### config.mk
export PLATFORM = sky130hd
export DESIGN_NAME = two_wire_register_access_slave
export DESIGN_NICKNAME = d
export VERILOG_FILES = /design/src/hdl/two_wire_register_access_slave.v
export VERILOG_INCLUDE_DIRS = /design/src /design/src/hdl
export SDC_FILE = /design/constraint.sdc
export NUM_CORES = 1
export LEC_CHECK = 0
export ABC_CLOCK_PERIOD_IN_PS = 2900
export BUFFER_PORTS_ARGS = -buffer_cell sky130_fd_sc_hd__buf_2
export CAP_MARGIN = 20
export CORE_MARGIN = 10
export CORE_UTILIZATION = 55
export CTS_BUF_LIST = sky130_fd_sc_hd__clkbuf_8
export DETAILED_ROUTE_END_ITERATION = 16
export PLACE_DENSITY_LB_ADDON = 0.1
export REMOVE_ABC_BUFFERS = 1
export SYNTH_ARGS = -nofsm -noshare
export SYNTH_HDL_FRONTEND = slang
export SYNTH_SLANG_ARGS = --single-unit
### constraint.sdc
create_clock -name mclk -period 2.9 [get_ports mclk]
set_clock_uncertainty 0.2 [all_clocks]
set_input_delay 0.87 -clock mclk [delete_from_list [all_inputs] [get_ports mclk]]
set_output_delay 0.87 -clock mclk [all_outputs]
set_load 0.03 [all_outputs]
### src/hdl/two_wire_slave_map.vh
// Constants for the two-wire register access slave
`ifndef TWO_WIRE_SLAVE_MAP_VH
`define TWO_WIRE_SLAVE_MAP_VH
`define ADDR_FIXED_BITS 3'h3
`define WRITE_TOP_ADDR 8'h4F
`define COMMAND_ADDR 8'hFE
`define PAST_TOP_FILL 8'hFF
`define LAST_ADDR 8'hFF
`define BITS_PER_BYTE 4'h8
`endif

### src/hdl/two_wire_register_access_slave.v
// Two-wire slave engine giving byte access to the shadow register space
`timescale 1ns/1ps
`include "two_wire_slave_map.vh"

module two_wire_register_access_slave (
    input wire mclk,
    input wire reset_n,
    input wire scl,
    input wire sda_i,
    output wire sda_o,
    output reg sda_oe,
    input wire [3:0] user_addr,
    output reg [7:0] rd_addr,
    input wire [7:0] rd_data,
    input wire wr_allowed,
    output reg [7:0] wr_addr,
    output reg [7:0] wr_data,
    output reg wr_en
);

////////////////////////////////////////////////////////////////////////////////
localparam [3:0] ST_IDLE = 4'h0;
localparam [3:0] ST_ADDR = 4'h1;
localparam [3:0] ST_ADDR_ACK = 4'h2;
localparam [3:0] ST_PTR = 4'h3;
localparam [3:0] ST_PTR_ACK = 4'h4;
localparam [3:0] ST_WDATA = 4'h5;
localparam [3:0] ST_WDATA_ACK = 4'h6;
localparam [3:0] ST_RDATA = 4'h7;
localparam [3:0] ST_RDATA_ACK = 4'h8;

// Write permission for the byte about to land at ptr
function write_ok;
    input [7:0] ptr;
    input past;
    input first;
    input allowed;
    begin
        write_ok = !past && ((ptr <= `WRITE_TOP_ADDR && allowed) ||
            (ptr == `COMMAND_ADDR && first));
    end
endfunction

////////////////////////////////////////////////////////////////////////////////
// Helpers shared by the engine

// Byte queued for the wire; past the top SDA is simply left to the
// pull-up, so the master reads all ones without any map lookup
function [7:0] load_byte;
    input past;
    input [7:0] data;
    begin
        if (past) begin
            load_byte = `PAST_TOP_FILL;
        end else begin
            load_byte = data;
        end
    end
endfunction

// Pointer after one byte; it wraps at eight bits like the map
function [7:0] ptr_step;
    input [7:0] ptr;
    begin
        ptr_step = ptr + 8'h01;
    end
endfunction

// The byte just finished sat at the last location
function ptr_at_top;
    input [7:0] ptr;
    begin
        ptr_at_top = (ptr == `LAST_ADDR);
    end
endfunction

////////////////////////////////////////////////////////////////////////////////
// Reset release
reg rst_s1;
reg rst_n;

always @(posedge mclk or negedge reset_n) begin
    if (!reset_n) begin
        rst_s1 <= 1'b0;
        rst_n <= 1'b0;
    end else begin
        rst_s1 <= 1'b1;
        rst_n <= rst_s1;
    end
end

////////////////////////////////////////////////////////////////////////////////
// Pin sampling: a level counts once stages two and three agree
reg [2:0] scl_sh;
reg [2:0] sda_sh;
reg scl_f;
reg sda_f;
reg scl_prev;
reg sda_prev;

always @(posedge mclk or negedge rst_n) begin
    if (!rst_n) begin
        scl_sh <= 3'h7;
        sda_sh <= 3'h7;
        scl_f <= 1'b1;
        sda_f <= 1'b1;
        scl_prev <= 1'b1;
        sda_prev <= 1'b1;
    end else begin
        scl_sh <= {scl_sh[1:0], scl};
        sda_sh <= {sda_sh[1:0], sda_i};
        if (scl_sh[1] == scl_sh[2]) begin
            scl_f <= scl_sh[2];
        end
        if (sda_sh[1] == sda_sh[2]) begin
            sda_f <= sda_sh[2];
        end
        scl_prev <= scl_f;
        sda_prev <= sda_f;
    end
end

wire scl_rise = scl_f && !scl_prev;
wire scl_fall = !scl_f && scl_prev;
// SDA moving while SCL stays high marks a bus condition
wire start_seen = scl_f && scl_prev && sda_prev && !sda_f;
wire stop_seen = scl_f && scl_prev && !sda_prev && sda_f;

assign sda_o = 1'b0;

////////////////////////////////////////////////////////////////////////////////
// Protocol engine
reg [3:0] state;
reg [3:0] bit_cnt;
reg [7:0] shift;
reg [7:0] tx;
reg is_read;
reg past_top;
reg first_byte;
reg master_nack;
reg pend_ok;
reg [7:0] pend_addr;
reg [7:0] pend_data;

// Read byte for the next data phase, and the end of a received byte
wire [7:0] next_tx = load_byte(past_top, rd_data);
wire byte_done = scl_fall && (bit_cnt == `BITS_PER_BYTE);

always @(posedge mclk or negedge rst_n) begin
    if (!rst_n) begin
        state <= ST_IDLE;
        bit_cnt <= 4'h0;
        shift <= 8'h00;
        tx <= 8'h00;
        is_read <= 1'b0;
        past_top <= 1'b0;
        first_byte <= 1'b0;
        master_nack <= 1'b0;
        pend_ok <= 1'b0;
        pend_addr <= 8'h00;
        pend_data <= 8'h00;
        sda_oe <= 1'b0;
        rd_addr <= 8'h00;
        wr_addr <= 8'h00;
        wr_data <= 8'h00;
        wr_en <= 1'b0;
    end else begin
        wr_en <= 1'b0;
        if (stop_seen) begin
            // Half-received bytes and pending writes are dropped here
            state <= ST_IDLE;
            sda_oe <= 1'b0;
        end else if (start_seen) begin
            state <= ST_ADDR;
            bit_cnt <= 4'h0;
            sda_oe <= 1'b0;
        end else begin
            case (state)
                ST_ADDR: begin
                    if (scl_rise) begin
                        shift <= {shift[6:0], sda_f};
                        bit_cnt <= bit_cnt + 4'h1;
                    end else if (byte_done) begin
                        bit_cnt <= 4'h0;
                        if (shift[7:1] == {`ADDR_FIXED_BITS, user_addr}) begin
                            sda_oe <= 1'b1;
                            is_read <= shift[0];
                            state <= ST_ADDR_ACK;
                        end else begin
                            state <= ST_IDLE;
                        end
                    end
                end
                ST_PTR: begin
                    if (scl_rise) begin
                        shift <= {shift[6:0], sda_f};
                        bit_cnt <= bit_cnt + 4'h1;
                    end else if (byte_done) begin
                        bit_cnt <= 4'h0;
                        // A new pointer starts a fresh run, so its first byte may hit the command location
                        rd_addr <= shift;
                        past_top <= 1'b0;
                        first_byte <= 1'b1;
                        sda_oe <= 1'b1;
                        state <= ST_PTR_ACK;
                    end
                end
                ST_WDATA: begin
                    if (scl_rise) begin
                        shift <= {shift[6:0], sda_f};
                        bit_cnt <= bit_cnt + 4'h1;
                    end else if (byte_done) begin
                        bit_cnt <= 4'h0;
                        pend_addr <= rd_addr;
                        pend_data <= shift;
                        pend_ok <= write_ok(rd_addr, past_top, first_byte, wr_allowed);
                        // Pointer moves on the SCL fall that ends the LSB, so the
                        // next byte can follow the acknowledge directly
                        rd_addr <= ptr_step(rd_addr);
                        if (ptr_at_top(rd_addr)) begin
                            past_top <= 1'b1;
                        end
                        first_byte <= 1'b0;
                        sda_oe <= 1'b1;
                        state <= ST_WDATA_ACK;
                    end
                end
                ST_ADDR_ACK: begin
                    if (scl_fall) begin
                        bit_cnt <= 4'h0;
                        if (is_read) begin
                            tx <= next_tx;
                            sda_oe <= !next_tx[7];
                            state <= ST_RDATA;
                        end else begin
                            sda_oe <= 1'b0;
                            state <= ST_PTR;
                        end
                    end
                end
                ST_PTR_ACK: begin
                    if (scl_fall) begin
                        sda_oe <= 1'b0;
                        state <= ST_WDATA;
                    end
                end
                ST_WDATA_ACK: begin
                    // Commit only once the acknowledge clock has completed
                    if (scl_fall) begin
                        sda_oe <= 1'b0;
                        wr_en <= pend_ok;
                        // Address and data keep their last committed values
                        if (pend_ok) begin
                            wr_addr <= pend_addr;
                            wr_data <= pend_data;
                        end
                        state <= ST_WDATA;
                    end
                end
                ST_RDATA: begin
                    if (scl_rise) begin
                        bit_cnt <= bit_cnt + 4'h1;
                    end else if (scl_fall) begin
                        if (bit_cnt == `BITS_PER_BYTE) begin
                            sda_oe <= 1'b0;
                            // Last bit is out: step now so the next byte is ready at the ack fall
                            rd_addr <= ptr_step(rd_addr);
                            if (ptr_at_top(rd_addr)) begin
                                past_top <= 1'b1;
                            end
                            state <= ST_RDATA_ACK;
                        end else begin
                            tx <= {tx[6:0], 1'b1};
                            sda_oe <= !tx[6];
                        end
                    end
                end
                ST_RDATA_ACK: begin
                    if (scl_rise) begin
                        master_nack <= sda_f;
                    end else if (scl_fall) begin
                        bit_cnt <= 4'h0;
                        if (master_nack) begin
                            sda_oe <= 1'b0;
                            state <= ST_IDLE;
                        end else begin
                            // Master acknowledged: queue the following byte
                            tx <= next_tx;
                            sda_oe <= !next_tx[7];
                            state <= ST_RDATA;
                        end
                    end
                end
                ST_IDLE: begin
                    // Deaf to the bus until the next START
                    sda_oe <= 1'b0;
                end
                default: begin
                    sda_oe <= 1'b0;
                end
            endcase
        end
    end
end

endmodule

After elaboration in Yosys (flattened, before gate mapping):

Cells that the tools add are included.

* memory bits (writable): 0
* output and inout port bits: 27
* bits in read-only memories: 0
* memories kept: 0
* input bits: 17
* bits in latches: 0
* flip-flop bits (word level): 82

* muxes and demuxes: 75
* bitwise logic cells: 3
* divide/modulo/power cells: 0
* add/sub/neg operators: 2
* shifts and indexed selects: 0
* equality and inequality tests: 46
* order comparisons: 1
* reduce and logical (&&, ||, !) cells: 38
* $mul: 0

Operator list (count)
* $mux 4: 21
* $mux 8: 8
* $mux 7: 8
* $ne 4x4->1 const B: 13
* $mux 1: 28
* $pmux 4 s7: 1
* $ne 2x2->1 const B: 13
* $pmux 8 s3: 1
* $reduce_and 11->1: 2
* $pmux 7 s3: 1
* $eq 4x3->1 const B: 4
* $eq 8x8->1 const B: 2
* $pmux 4 s4: 1
* $reduce_and 5->1: 3
* $reduce_and 14->1: 1
* $ne 4x1->1 const B: 3
* $logic_and 1x1->1: 11
* $reduce_and 10->1: 1
* $reduce_bool 9->1: 1
* $add 8x1->8 const B: 1
* $eq 4x2->1 const B: 2
* $eq 4x4->1 const B: 2
* $le 8x7->1 const B: 1
* $reduce_and 4->1: 2
* other kinds (21): 34

Longest topological paths before layout:

* depth in word-level cells: 8
* depth in mapped cells: 8
* depth with buffers taken out: 7

Worst setup path before layout:

Ideal clock, no wire load.

* path kind: input-to-reg
* start: input user_addr[1]
* end: register sda_oe
* arrival: 1.934 ns
* slack: 0.641 ns
* data required time: 2.575 ns
* stages on the path: 5
* cell sequence: xor2_1 -> nor3_1 -> nand4_1 -> a311oi_1 -> mux2_2

* word-level cells in the longest chain between the ends: 3

Ends and longest elaborated chain
* start, declared: line two_wire_register_access_slave.v:12 `input wire [3:0] user_addr,`
* $eq 7x6->1: line two_wire_register_access_slave.v:185 `` if (shift[7:1] == {`ADDR_FIXED_BITS, user_addr}) begin ``
* $ne 4x4->1 (no line)
* $reduce_and 11->1 (no line)
* end signal, assigned: line two_wire_register_access_slave.v:233 `sda_oe <= !next_tx[7];`
* end signal, assigned: line two_wire_register_access_slave.v:274 `sda_oe <= !tx[6];`
* end signal, assigned: line two_wire_register_access_slave.v:289 `sda_oe <= !next_tx[7];`
* end, declared: line two_wire_register_access_slave.v:11 `output reg sda_oe,`

Every way passes these cells.
A chain may end at the register's enable or synchronous reset.

Worst setup path after layout:

* start: register state[2]
* end: register tx[4]

* word-level cells in the longest chain between the ends: 3
* elaborated cells on any way between the ends: 14
* those cells by class: eq/ne: 11; mux: 1; reduce/logical: 2

Ends and longest elaborated chain
* start, declared: line two_wire_register_access_slave.v:133 `reg [3:0] state;`
* start signal, assigned: line two_wire_register_access_slave.v:151 `state <= ST_IDLE;`
* start signal, assigned: line two_wire_register_access_slave.v:171 `state <= ST_IDLE;`
* start signal, assigned: line two_wire_register_access_slave.v:174 `state <= ST_ADDR;`
* $eq 4x3->1, or another cell as far along: line two_wire_register_access_slave.v:178 `case (state)`
* $ne 2x2->1 (no line) / $reduce_bool 3->1 (equally long branches)
* $reduce_and 11->1 (no line)
* end signal, assigned: line two_wire_register_access_slave.v:232 `tx <= next_tx;`
* end signal, assigned: line two_wire_register_access_slave.v:273 `tx <= {tx[6:0], 1'b1};`
* end signal, assigned: line two_wire_register_access_slave.v:288 `tx <= next_tx;`
* end, declared: line two_wire_register_access_slave.v:136 `reg [7:0] tx;`

Several ways; a longest one is shown, not always the timed one.

==> results.sh <==
export IMPL_io_buffers=42
export IMPL_ant_nets=0
export IMPL_status="completed"
export IMPL_ys_top_cells_by_area="dfrtp_1 45%, mux2_2 10%, nand2_1 7.2%"
export IMPL_overflow=0
export IMPL_core_um2=7210
export IMPL_diodes=0
export IMPL_reg2reg_slack_ps=240
export IMPL_yosysTopAreaCell="dfrtp_1"
export IMPL_cp_data_required_time_ps=2930
export IMPL_drc=0
export IMPL_gp_congestion=0.894
export IMPL_setup_viol=0
export IMPL_fin_crit_sh_pct=91.6
export IMPL_power_density_nw_per_um2=509
export IMPL_die_y_um=106
export IMPL_peakVddDrop_v=0.000388
export IMPL_holdBufCountCts=0
export IMPL_drtPass1Iterations=4
export IMPL_p_leak_uw=0.00220
export IMPL_drive_gt1_share_pct=29.6
export IMPL_ys_ff_latch=82
export IMPL_nets=455
export IMPL_die_x_um=106
export IMPL_hold_path_class="in -> async"
export IMPL_num_vias=2983
export IMPL_synth_edf_count=0
export IMPL_worst_pin_slew_ps=997
export IMPL_totalPowerFinal_uw=2320
export IMPL_worstSetupStartpointType="flip-flop"
export IMPL_maxCapViolations=0
export IMPL_num_rows=31
export IMPL_worstSetupEndpointType="flip-flop"
export IMPL_worstSetupPathType="reg -> reg"
export IMPL_rsz0062_at_grt="no"
export IMPL_vias_per_cell=5.54
export IMPL_avgSynthCellArea_um2=10.5
export IMPL_grt_pass1_wl_mm=14.6
export IMPL_timing_fmax_ghz=0.377
export IMPL_slew_viol_final=0
export IMPL_async_reset_ff_share_pct=100
export IMPL_avgRoutedWirePerCell_um=15.9
export IMPL_routed_wl_mm=8.55
export IMPL_clock_sinks=82
export IMPL_fp_dieArea_um2=11200
export IMPL_crit_fanout=21
export IMPL_htree_levels=3
export IMPL_dp_hpwl_mm=6.07
export IMPL_synth_distinct_cells=66
export IMPL_rr_worst_depth=6
export IMPL_grt_max_degree=81
export IMPL_cts_resized_gates=0
export IMPL_r2r_end="tx[4]$_DFFE_PN0P_"
export IMPL_cts_root_buf="clkbuf_8"
export IMPL_fin_crit_ps=2660
export IMPL_ys_warn_count=0
export IMPL_synthCells=386
export IMPL_cts_setup_buffers=0
export IMPL_clock_latency_ps=350
export IMPL_fin_tns_setup_ps=0
export IMPL_seq_area_frac_synth_pct=51.0
export IMPL_cts_tree="yes"
export IMPL_io_pins=44
export IMPL_crit_arrival_ps=2690
export IMPL_drtIter0Drc=161
export IMPL_cts_buffers=9
export IMPL_finish_utilization_pct=63.2
export IMPL_cts_clk_slew_worst_paths_ps=80
export IMPL_timing_rr_start="state[2]$_DFFE_PN0P_"
export IMPL_synth_area_um2=4050
export IMPL_hold_viol=0
export IMPL_synth_top_cell_area_share_pct=44.5
export IMPL_hold_worst_slack_ps=97.3
export IMPL_slew_headroom_pct=33.5
export IMPL_clk_path_buf_depth=2
export IMPL_antenna_found_initial=0
export IMPL_gr_usage_all_layers_pct=15.7
export IMPL_grt_pass1_vias=2978
export IMPL_ys_flop_type="dfrtp_1"
export IMPL_start_util_pct=56.1
export IMPL_area_growth_pct=12.6
==> sequential cells by signal (all words and copies together), names as in the netlist, 3 cells and up <==
signal     cells
tx             7
shift          8
rd_addr        8
bit_cnt        4
scl_sh         3
sda_sh         3
pend_data      8
wr_addr        8
pend_addr      8
wr_data        8
state          4
==> cell families (layout without fill, tap and decap cells) <==
| group | Yosys count | after routing | share of synthesized area (%) |
|---|---|---|---|
| AO/OA/AOI/OAI | 65 | 65 | 10.7 |
| multiplexers | 41 | 41 | 11.3 |
| other | 2 | 2 | 0.186 |
| buffers and inverters | 26 | 79 | 3.31 |
| AND/OR/NAND/NOR | 155 | 155 | 19.8 |
| XOR/XNOR | 9 | 9 | 1.95 |
| adder cells (fa/ha/maj) | 6 | 6 | 1.73 |
| flip-flops | 82 | 82 | 51.0 |
==> worst max-delay path by stage <==
stage / start / to / slack [ps] / cells past startpoint
after detailed placement: state[2]$_DFFE_PN0P_ / tx[4]$_DFFE_PN0P_ / 270 / 6
after global placement: state[2]$_DFFE_PN0P_ / tx[1]$_DFFE_PN0P_ / 350 / 6
after CTS: state[2]$_DFFE_PN0P_ / tx[4]$_DFFE_PN0P_ / 240 / 6
after global routing: state[2]$_DFFE_PN0P_ / tx[5]$_DFFE_PN0P_ / 160 / 6
after floorplan: rst_n$_DFF_PN0_ / bit_cnt[0]$_DFFE_PN0P_ / 260 / 0
final: state[2]$_DFFE_PN0P_ / tx[4]$_DFFE_PN0P_ / 240 / 6
==> through the flow <==
stage | instance area (um^2) | worst slack, ps | std cells
3_5_place_dp | 4380 | 270 | 522
6_report | 4560 | 245 | 538
2_1_floorplan | 3940 | 265 | 367
4_1_cts | 4560 | 244 | 538
5_1_grt | 4560 | 164 | 538
3_3_place_gp | 4380 | 353 | 522
==> final cells by class <==
cell class / instances / area, um^2
Sequential cell: 82 / 2070
Clock inverter: 7 / 52.6
Timing Repair Buffer: 56 / 315
Fill cell: 620 / 2660
Tap cell: 99 / 124
Inverter: 7 / 26.3
Multi-Input combinational cell: 278 / 1850
Clock buffer: 9 / 124
==> Yosys cell counts, types with 2 or more instances <==
cell       count
a211oi_1       2
and3b_1        2
mux2i_1        2
a211o_1        2
clkbuf_1       2
nand4b_1       2
mux2_1         2
mux2_2        37
or2_2          2
conb_1         2
o2bb2ai_1      2
nor2b_1        6
nor3_1         7
dfrtp_1       72
buf_1          2
nand2_1       78
nand4_1        3
nand2b_1       4
a31oi_1        2
and3_1         3
o21ai_0       15
or3b_1         2
nand3_1       13
buf_2          7
xor2_1         2
o22ai_1        5
inv_1          7
buf_4          7
dfstp_2       10
a21oi_1       19
maj3_1         2
xnor2_1        7
nand3b_1       2
and2_1         3
o21ai_1        2
o31ai_1        2
nor2_1        15
ha_1           4
==> power by group <==
group          total (uW)  internal (uW)  switching (uW)
Clock                 749            318             430
Sequential           1290           1200            88.3
Combinational         285            143             142
==> placed cells by master (no fill, tap or decap), types with 3 or more instances in the layout <==
cell | Yosys | layout
o21ai_0 | 15 | 15
nor3_1 | 7 | 7
inv_1 | 7 | 8
mux2_2 | 37 | 37
xnor2_1 | 7 | 7
dfrtp_1 | 72 | 71
nor2_1 | 15 | 15
ha_1 | 4 | 4
and2_1 | 3 | 3
nand3_1 | 13 | 13
nor2b_1 | 6 | 6
o22ai_1 | 5 | 5
nand2b_1 | 4 | 4
and3_1 | 3 | 3
buf_2 | 7 | 42
nand2_1 | 78 | 78
a21oi_1 | 19 | 19
buf_4 | 7 | 14
clkbuf_8 | 0 | 9
dfstp_2 | 10 | 10
nand4_1 | 3 | 3
==> metal layers <==
metal  global-route usage [%]  part of all wire, %  routed length (um)
met1                     20.7                   47                4050
met2                     24.5                   46                3970
met3                     4.38                  5.1                 436
met4                     4.93                  1.2                 102
met5                        0                    0                   0
==> worst max-delay path, cell delays in order (launching register included) <==
cell and delay (ps):
dfrtp_1 840, buf_4 240, xnor2_1 120, and3_1 170, o21ai_1 110, nor4_4 470
mux2_2 390
Power figures use the tool's default switching activity.
